==> src/emasr_pkg.sv <==
// Purpose: Constants for the energy meter, alert mask and snapshot register bank
// Assumes: Byte-wide register port, one byte address per register byte
// Notes:   Offsets are byte addresses of the device register map
//
// What this block does
// [RULE1] Mask register enables drain and shunt threshold alerts
// [RULE2] Mask register enables differential pair threshold alerts
// [RULE3] 48-bit energy accumulator, host read/write, reset zero
// [RULE4] Tick counter counts each accumulated conversion cycle
// [RULE5] Clear bit holds accumulator and ticks at zero
// [RULE6] Halt bit freezes accumulator and tick counter
// [RULE7] Sticky flag when tick counter wraps
// [RULE8] Sticky flag when energy accumulator wraps
// [RULE9] Alert flag latched by hardware, host writes it to either value
// [RULE10] Read-only status shows memory factory lock
// [RULE11] Unused low control and snapshot bits read zero
// [RULE12] Four-bit field selects one of sixteen inputs
// [RULE13] Converter halt bit chooses snapshot or continuous mode
// [RULE14] Mask bits gate matching alarm log flags
// [RULE15] Snapshot converts once, then idles until rewritten
// [RULE16] Host halts before reading multi-byte values
`default_nettype none

package emasr_pkg;
    localparam logic [7:0] ADDR_MASK_DRAIN_SHUNT = 8'h19;
    localparam logic [7:0] ADDR_MASK_DIFF_PAIRS  = 8'h1A;
    localparam logic [7:0] ADDR_ENERGY_LO        = 8'h7A;
    localparam logic [7:0] ADDR_ENERGY_HI        = 8'h7F;
    localparam logic [7:0] ADDR_TICK_LO          = 8'h80;
    localparam logic [7:0] ADDR_TICK_HI          = 8'h83;
    localparam logic [7:0] ADDR_METER_CTRL       = 8'h84;
    localparam logic [7:0] ADDR_SNAPSHOT         = 8'h85;

    localparam int ENERGY_W = 48;
    localparam int TICK_W   = 32;
    localparam int POWER_W  = 24;

    localparam int BIT_CLEAR      = 7;
    localparam int BIT_HALT       = 6;
    localparam int BIT_TICK_OVF   = 5;
    localparam int BIT_ENERGY_OVF = 4;
    localparam int BIT_ALERT_SEEN = 3;
    localparam int BIT_NVM_LOCK   = 2;
    localparam int BIT_SNAP_MODE  = 3;
    localparam int SEL_MSB        = 7;
    localparam int SEL_LSB        = 4;

    localparam logic [7:0] MASK_RESET     = 8'h00;
    localparam logic [7:0] CTRL_WR_MASK   = 8'hF8;
    localparam logic [7:0] SNAP_WR_MASK   = 8'hF8;
    localparam logic [7:0] ZERO_BYTE      = 8'h00;

    typedef enum logic [1:0] {EMASR_CONT, EMASR_SNAP_REQ, EMASR_SNAP_IDLE} emasr_conv_e;
endpackage : emasr_pkg

`default_nettype wire

==> src/emasr_regs.sv <==
// Purpose: Energy meter, alert mask and snapshot control register bank
// Assumes: Register port from the serial interface decoder on clk
// Notes:   Multi-byte values are not shadowed; host halts first for coherence
`default_nettype none

module emasr_regs
    import emasr_pkg::*;
#(
    parameter int PW = POWER_W
)(
    input  wire logic          clk,            // 100 MHz system clock
    input  wire logic          nrst,           // Synchronous reset, active low
    input  wire logic          ce,             // Clock enable, freezes all state
    input  wire logic [7:0]    reg_addr,       // Register byte address
    input  wire logic          reg_wr,         // Write strobe
    input  wire logic          reg_rd,         // Read strobe
    input  wire logic [7:0]    reg_wdata,      // Write data
    output logic      [7:0]    reg_rdata,      // Read data, valid cycle after reg_rd
    input  wire logic          conv_done,      // Conversion cycle done pulse
    input  wire logic [PW-1:0] conv_power,     // Power result of that cycle
    input  wire logic [15:0]   alarm_log,      // Alarm flags, drain/shunt high byte
    input  wire logic          ovf_alert_en_tick,   // Config mask for tick wrap
    input  wire logic          ovf_alert_en_energy, // Config mask for energy wrap
    input  wire logic          other_alert,    // Alert event from other sources
    input  wire logic          nvm_factory_lock, // Memory lock pin
    output logic               alert_evt_out,  // Alert generated pulse
    output logic               snap_mode,      // Converter in snapshot mode
    output logic      [3:0]    snap_sel,       // Selected snapshot input
    output logic               snap_start      // Start single conversion pulse
);
    logic [7:0]          mask_ds;
    logic [7:0]          mask_dp;
    logic [ENERGY_W-1:0] energy;
    logic [TICK_W-1:0]   ticks;
    logic                clr_bit;
    logic                halt_bit;
    logic                tick_ovf;
    logic                energy_ovf;
    logic                alert_seen;
    logic [1:0]          lock_sync;
    logic                mask_evt;
    logic                accum;
    logic [ENERGY_W:0]   next_energy;
    logic [TICK_W:0]     next_ticks;
    logic                ovf_evt;
    emasr_conv_e         conv_state;

    if (PW < 1 || PW > ENERGY_W)
    begin : g_bad_pw
        $error("PW out of range");
    end

    function automatic logic in_range(input logic [7:0] a, input logic [7:0] lo, input logic [7:0] hi);
        in_range = (a >= lo) && (a <= hi);
    endfunction

    function automatic logic host_wr(input logic [7:0] a);
        host_wr = reg_wr && (reg_addr == a);
    endfunction

    assign accum       = conv_done && !halt_bit && !clr_bit;                              // [RULE6] [RULE5]
    assign next_energy = {1'b0, energy} + {{(ENERGY_W + 1 - PW){1'b0}}, conv_power};
    assign next_ticks  = {1'b0, ticks} + {{TICK_W{1'b0}}, 1'b1};
    assign ovf_evt     = accum && ((next_ticks[TICK_W] && ovf_alert_en_tick)
                         || (next_energy[ENERGY_W] && ovf_alert_en_energy));

    emasr_alert_gate #(.N(16)) u_gate (
        .clk       (clk),
        .nrst      (nrst),
        .ce        (ce),
        .alarm     (alarm_log),
        .mask      ({mask_ds, mask_dp}),
        .alert_evt (mask_evt)
    );

    // Alert masks
    always_ff @(posedge clk)
    begin
        if (!nrst)
        begin
            mask_ds <= MASK_RESET;
            mask_dp <= MASK_RESET;
        end
        else if (ce)
        begin
            if (host_wr(ADDR_MASK_DRAIN_SHUNT))
                mask_ds <= reg_wdata; // [RULE1]
            if (host_wr(ADDR_MASK_DIFF_PAIRS))
                mask_dp <= reg_wdata; // [RULE2]
        end
    end

    // Energy accumulator: clear wins, then host byte writes, then accumulation
    always_ff @(posedge clk)
    begin
        if (!nrst)
            energy <= '0; // [RULE3]
        else if (ce)
        begin
            if (clr_bit)
                energy <= '0; // [RULE5]
            else if (reg_wr && in_range(reg_addr, ADDR_ENERGY_LO, ADDR_ENERGY_HI))
            begin
                for (int i = 0; i < ENERGY_W / 8; i++)
                    if (reg_addr == ADDR_ENERGY_LO + 8'(i))
                        energy[8*i +: 8] <= reg_wdata; // [RULE3]
            end
            else if (accum)
                energy <= next_energy[ENERGY_W-1:0];
        end
    end

    // Tick counter
    always_ff @(posedge clk)
    begin
        if (!nrst)
            ticks <= '0;
        else if (ce)
        begin
            if (clr_bit)
                ticks <= '0; // [RULE5]
            else if (reg_wr && in_range(reg_addr, ADDR_TICK_LO, ADDR_TICK_HI))
            begin
                for (int i = 0; i < TICK_W / 8; i++)
                    if (reg_addr == ADDR_TICK_LO + 8'(i))
                        ticks[8*i +: 8] <= reg_wdata;
            end
            else if (accum)
                ticks <= next_ticks[TICK_W-1:0]; // [RULE4]
        end
    end

    // Meter control and status; hardware set wins over host clear
    always_ff @(posedge clk)
    begin
        if (!nrst)
        begin
            clr_bit    <= 1'b0;
            halt_bit   <= 1'b0;
            tick_ovf   <= 1'b0;
            energy_ovf <= 1'b0;
            alert_seen <= 1'b0;
        end
        else if (ce)
        begin
            if (host_wr(ADDR_METER_CTRL))
            begin
                clr_bit    <= reg_wdata[BIT_CLEAR];
                halt_bit   <= reg_wdata[BIT_HALT];
                tick_ovf   <= reg_wdata[BIT_TICK_OVF];
                energy_ovf <= reg_wdata[BIT_ENERGY_OVF];
                alert_seen <= reg_wdata[BIT_ALERT_SEEN]; // [RULE9]
            end
            if (accum && next_ticks[TICK_W])
                tick_ovf <= 1'b1; // [RULE7]
            if (accum && next_energy[ENERGY_W])
                energy_ovf <= 1'b1; // [RULE8]
            if (alert_evt_out)
                alert_seen <= 1'b1; // [RULE9]
        end
    end

    // Lock pin comes from outside the clock domain
    always_ff @(posedge clk)
    begin
        if (!nrst)
            lock_sync <= 2'b00;
        else if (ce)
            lock_sync <= {lock_sync[0], nvm_factory_lock};
    end

    always_ff @(posedge clk)
    begin
        if (!nrst)
            alert_evt_out <= 1'b0;
        else if (ce)
            alert_evt_out <= mask_evt || other_alert || ovf_evt;
    end

    // Snapshot control: one conversion per host write while in snapshot mode
    always_ff @(posedge clk)
    begin
        if (!nrst)
        begin
            snap_mode  <= 1'b0;
            snap_sel   <= 4'h0;
            snap_start <= 1'b0;
            conv_state <= EMASR_CONT;
        end
        else if (ce)
        begin
            snap_start <= 1'b0;
            if (host_wr(ADDR_SNAPSHOT))
            begin
                snap_sel  <= reg_wdata[SEL_MSB:SEL_LSB];   // [RULE12]
                snap_mode <= reg_wdata[BIT_SNAP_MODE];      // [RULE13]
                conv_state <= reg_wdata[BIT_SNAP_MODE] ? EMASR_SNAP_REQ : EMASR_CONT;
            end
            else
            begin
                case (conv_state)
                    EMASR_SNAP_REQ:
                    begin
                        snap_start <= 1'b1; // [RULE15]
                        conv_state <= EMASR_SNAP_IDLE;
                    end
                    default:
                        conv_state <= conv_state;
                endcase
            end
        end
    end

    // Read data registered one cycle after the strobe
    always_ff @(posedge clk)
    begin
        if (!nrst)
            reg_rdata <= ZERO_BYTE;
        else if (ce && reg_rd)
        begin
            if (reg_addr == ADDR_MASK_DRAIN_SHUNT)
                reg_rdata <= mask_ds;
            else if (reg_addr == ADDR_MASK_DIFF_PAIRS)
                reg_rdata <= mask_dp;
            else if (in_range(reg_addr, ADDR_ENERGY_LO, ADDR_ENERGY_HI))
                reg_rdata <= energy[8*(reg_addr - ADDR_ENERGY_LO) +: 8];
            else if (in_range(reg_addr, ADDR_TICK_LO, ADDR_TICK_HI))
                reg_rdata <= ticks[8*(reg_addr - ADDR_TICK_LO) +: 8];
            else if (reg_addr == ADDR_METER_CTRL)
                reg_rdata <= {clr_bit, halt_bit, tick_ovf, energy_ovf, alert_seen,
                              lock_sync[1], 2'b00}; // [RULE10] [RULE11]
            else if (reg_addr == ADDR_SNAPSHOT)
                reg_rdata <= {snap_sel, snap_mode, 3'b000}; // [RULE11]
            else
                reg_rdata <= ZERO_BYTE;
        end
    end
endmodule : emasr_regs

`default_nettype wire

==> src/emasr_alert_gate.sv <==
// Purpose: Gates alarm log flags with alert masks, reports any alert event
// Assumes: Alarm flags and masks on the same clock
// Notes:   Output is registered so the event is one clean pulse per rise
`default_nettype none

module emasr_alert_gate
    import emasr_pkg::*;
#(
    parameter int N = 16
)(
    input  wire logic         clk,       // System clock
    input  wire logic         nrst,      // Synchronous reset, active low
    input  wire logic         ce,        // Clock enable
    input  wire logic [N-1:0] alarm,     // Alarm log flags
    input  wire logic [N-1:0] mask,      // Alert enables
    output logic              alert_evt  // One-cycle pulse on new gated alarm
);
    logic [N-1:0] gated;
    logic [N-1:0] gated_q;

    if (N < 1)
    begin : g_bad_n
        $error("N must be at least 1");
    end

    genvar g;
    generate
        for (g = 0; g < N; g++)
        begin : g_gate
            assign gated[g] = alarm[g] & mask[g]; // [RULE14]
        end
    endgenerate

    always_ff @(posedge clk)
    begin
        if (!nrst)
        begin
            gated_q   <= '0;
            alert_evt <= 1'b0;
        end
        else if (ce)
        begin
            gated_q   <= gated;
            alert_evt <= |(gated & ~gated_q);
        end
    end
endmodule : emasr_alert_gate

`default_nettype wire

==> config.mk <==
export PLATFORM = sky130hd
export DESIGN_NAME = emasr_regs
export DESIGN_NICKNAME = d
export VERILOG_FILES = /design/src/emasr_pkg.sv /design/src/emasr_regs.sv /design/src/emasr_alert_gate.sv
export SDC_FILE = /design/constraint.sdc
export NUM_CORES = 1
export LEC_CHECK = 0
export BUFFER_PORTS_ARGS = -buffer_cell sky130_fd_sc_hd__buf_2
export CORE_UTILIZATION = 35
export CTS_CLUSTER_DIAMETER = 60
export DETAILED_ROUTE_END_ITERATION = 8
export GPL_ROUTABILITY_DRIVEN = 0
export PLACE_DENSITY = 0.49
export SKIP_LAST_GASP = 1
export SLEW_MARGIN = 10
export SYNTH_ARGS = -nofsm -noshare
export SYNTH_HDL_FRONTEND = slang
export SYNTH_SLANG_ARGS = --single-unit
==> constraint.sdc <==
create_clock -name clk -period 4.7 [get_ports clk]
set_input_delay 0.235 -clock clk [delete_from_list [all_inputs] [get_ports clk]]
set_output_delay 0.235 -clock clk [all_outputs]
set_load 0.005 [all_outputs]
==> results.yml <==
outcome:
  status: "completed"
detailed_routing:
  first_pass_iters: 5
  vias: 9556
  drc_errors: 0
  ant_nets: 0
  via_per_inst: 6.110
  routed_wl_um: 34800
  routedWlPerCell_um: 22.25
  drtIter0Drc: 973
final_layout:
  finalNetCount: 1313
  fillers: 2602
  syn_to_final_growth_pct: 14.81
  layout-drive-gt1-share: 0.1453
worst_setup_path:
  crit_top_cell: "inv_1"
  crit_buf_inv: 3
  path_cells: "buf_2 -> inv_1 -> ha_1 -> inv_1 -> o2111ai_2 -> a21oi_2 -> o21a_1 -> nand3_1 -> or4_1 -> a211oi_1"
  cpLargestDelayFamily: "compound AO/OA/AOI/OAI gates"
  max_stage_delay_ps: 740
  path_max_fanout: 25
  startpoint_type: "input port"
  end_kind: "flip-flop"
  crit_cells: 10
  critPathArrivalTime_ps: 3560
  r2r_cells: 9
  crit_type: "input port to flip-flop"
  critical-path-slowest-cell: "a21oi_2"
  worstPathRequired_ps: 5060
logic_synthesis:
  synthMostInstantiatedCell: "a21oi_1"
  synth-edff-count: 0
  yosys_warnings: 0
  ys_ff_latch: 137
  postSynth.asyncResetShare: 0
  syn_avg_cell_area_um2: 7.689
  synth_nets: 1264
  yosysTopAreaCellShare: 0.3049
  synth_flop_cell: "dfxtp_1"
  yosysSeqAreaShare: 0.3049
  synthTopCellsByCount: "144 x a21oi_1, 137 x dfxtp_1, 133 x nand2_1, 121 x nor2_1, 71 x o21ai_0"
  synthTopCellsByArea: "dfxtp_1 30%, a21oi_1 8.0%, nand2_1 5.5%, nor2_1 5.0%, mux4_2 4.0%"
  synth.distinct_cells: 74
  yosys.area.top_type: "dfxtp_1"
  syn-instance-count: 1170
  netlist_area_mm2: 0.008996
clock_network:
  cts_setup_buffers: 0
  cts-resized-gates: 0
  cts.sinks: 137
  clk_root_buffer_cell: "clkbuf_16"
  cts_tree: "built"
  cts-buffers-inserted: 17
  worst_skew_pair.late_latency_ps: 450
  hold_buffers: 0
  cts_max_path_buffers: 2
  clkTransAtPathRegs_ps: 70
  htree_num_levels: 4
placed_design:
  post-place-ws_ps: 1147
  dp_hpwl_um: 25420
  port-buffer-count: 80
global_routing:
  antenna_found_initial: 2
  grt_max_degree: 63
  grt_pass1_wl_um: 53430
  grt_pass1_vias: 8793
  grt_overflow: 0
  grt_usage: 0.2680
min_path:
  hold_class: "input port to flip-flop"
  hold_path_depth: 3
die:
  ioPinCount: 81
  die_width_um: 162.3
  core_mm2: 0.02518
  dieArea_mm2: 0.02635
  initial_core_util: 0.3572
  die_y_um: 162.3
  rows: 58
timing:
  period_needed_ps: 3207
  final_max_slew_viol_count: 0
  fin_setup_tns_ps: 0
  setup_ws_ps: 1493
  finalHoldViolations: 0
  rsz0062_at_grt: "false"
  worst_pin_slew_ps: 933.4
  maxSlewHeadroom: 0.3754
  clock_skew_ps: 20.48
  fin_crit_sh: 0.6823
  finalSetupViolCount: 0
  fmax_mhz: 311.8
power:
  pwr-share-comb: 0.140
  total_power_uw: 3161
  power_frac_clock: 0.476
  p_sw_uw: 949.5
  p_per_area_mw_per_mm2: 306.0
  pwr-share-seq: 0.385
  power.leakage_uw: 0.003578
  switching_share: 0.3004
  p_int_uw: 2211
  peakVddDrop_v: 0.0002562
run:
  drv_cap: 0
area by class of cell:
type | count | area, um^2 | area share
Inverter | 15 | 56.30 | 0.005451
Antenna cell | 2 | 5.005 | 0.0004846
Clock buffer | 17 | 425.4 | 0.04119
Sequential cell | 137 | 2743 | 0.2655
Tap cell | 330 | 412.9 | 0.03998
Multi-Input combinational cell | 954 | 5956 | 0.5766
Timing Repair Buffer | 94 | 505.5 | 0.04894
Clock inverter | 15 | 225.2 | 0.02180
path summary, 6_finish.rpt:
check,startpoint,endpoint,slack (ps)
worst max register to register,energy[4],energy[47],1600
worst min register to register,u_gate.gated_q[0],u_gate.gated_q[0],460
worst min-delay path,nvm_factory_lock,lock_sync[0],50
worst max-delay path,reg_addr[1],energy[45],1490
state kept, by name, indices dropped and copies added, names as in the netlist:
signal	cells
clr_bit	1
reg_rdata	8
u_gate.gated_q	16
energy	48
mask_dp	8
snap_mode	1
snap_start	1
alert_seen	1
halt_bit	1
conv_state	2
tick_ovf	1
energy_ovf	1
alert_evt_out	1
snap_sel	4
u_gate.alert_evt	1
lock_sync	2
ticks	32
mask_ds	8
cells in the final DEF (no fill, tap or decap), drive strengths merged, types with 16 or more instances in the layout:
cell type	count
ha	27
nand4	18
mux4	16
a31oi	17
clkbuf	17
a21oi	148
dfxtp	137
nand3	67
mux2i	35
inv	23
o211ai	28
and3	22
buf	94
a211oi	16
nor3	27
nor2	121
nand2	134
o21ai	81
cells by family after synthesis:
logic type	share of synthesized area
simple gates	0.2385
compound gates	0.2848
flops	0.3049
buf+inv	0.03394
mux	0.08150
fa+ha+maj	0.03978
xor+xnor	0.01655
layer usage:
layer	wire length, um	vias to the layer above	global-route usage
met5	13	-	0
li1	-	4511	-
met3	2420	62	0.04443
met1	16300	4556	0.3851
met4	844	2	0.09391
met2	15220	425	0.4005
stage by stage:
| step | hold slack [ps] | std cells | instance area [um^2] | util |
|---|---|---|---|---|
| after floorplan | 371.0 | 1170 | 8996 | - |
| after global routing | 64.51 | 1563 | 10330 | 0.4101 |
| final | 50.91 | 1564 | 10330 | 0.4102 |
| after global placement | 440.7 | 1530 | 9668 | 0.3839 |
| after detailed placement | 446.4 | 1530 | 9668 | 0.3839 |
| after CTS | 53.40 | 1562 | 10320 | 0.4098 |
tightest hold or removal path, cell delays in order:
cell	delay [ps]
buf_2	70
mux2i_1	50
nor2_1	80
power by group through the flow:
| stage | logic [uW] | clock network (uW) | registers, uW |
|---|---|---|---|
| finish | 441 | 1500 | 1220 |
| global route | 483 | 1570 | 1220 |
| CTS | 437 | 1510 | 1210 |
| detailed placement | 434 | 0 | 1240 |
| global placement | 436 | 0 | 1240 |
| floorplan | 297 | 0 | 1220 |
Power figures use the tool's default switching activity.
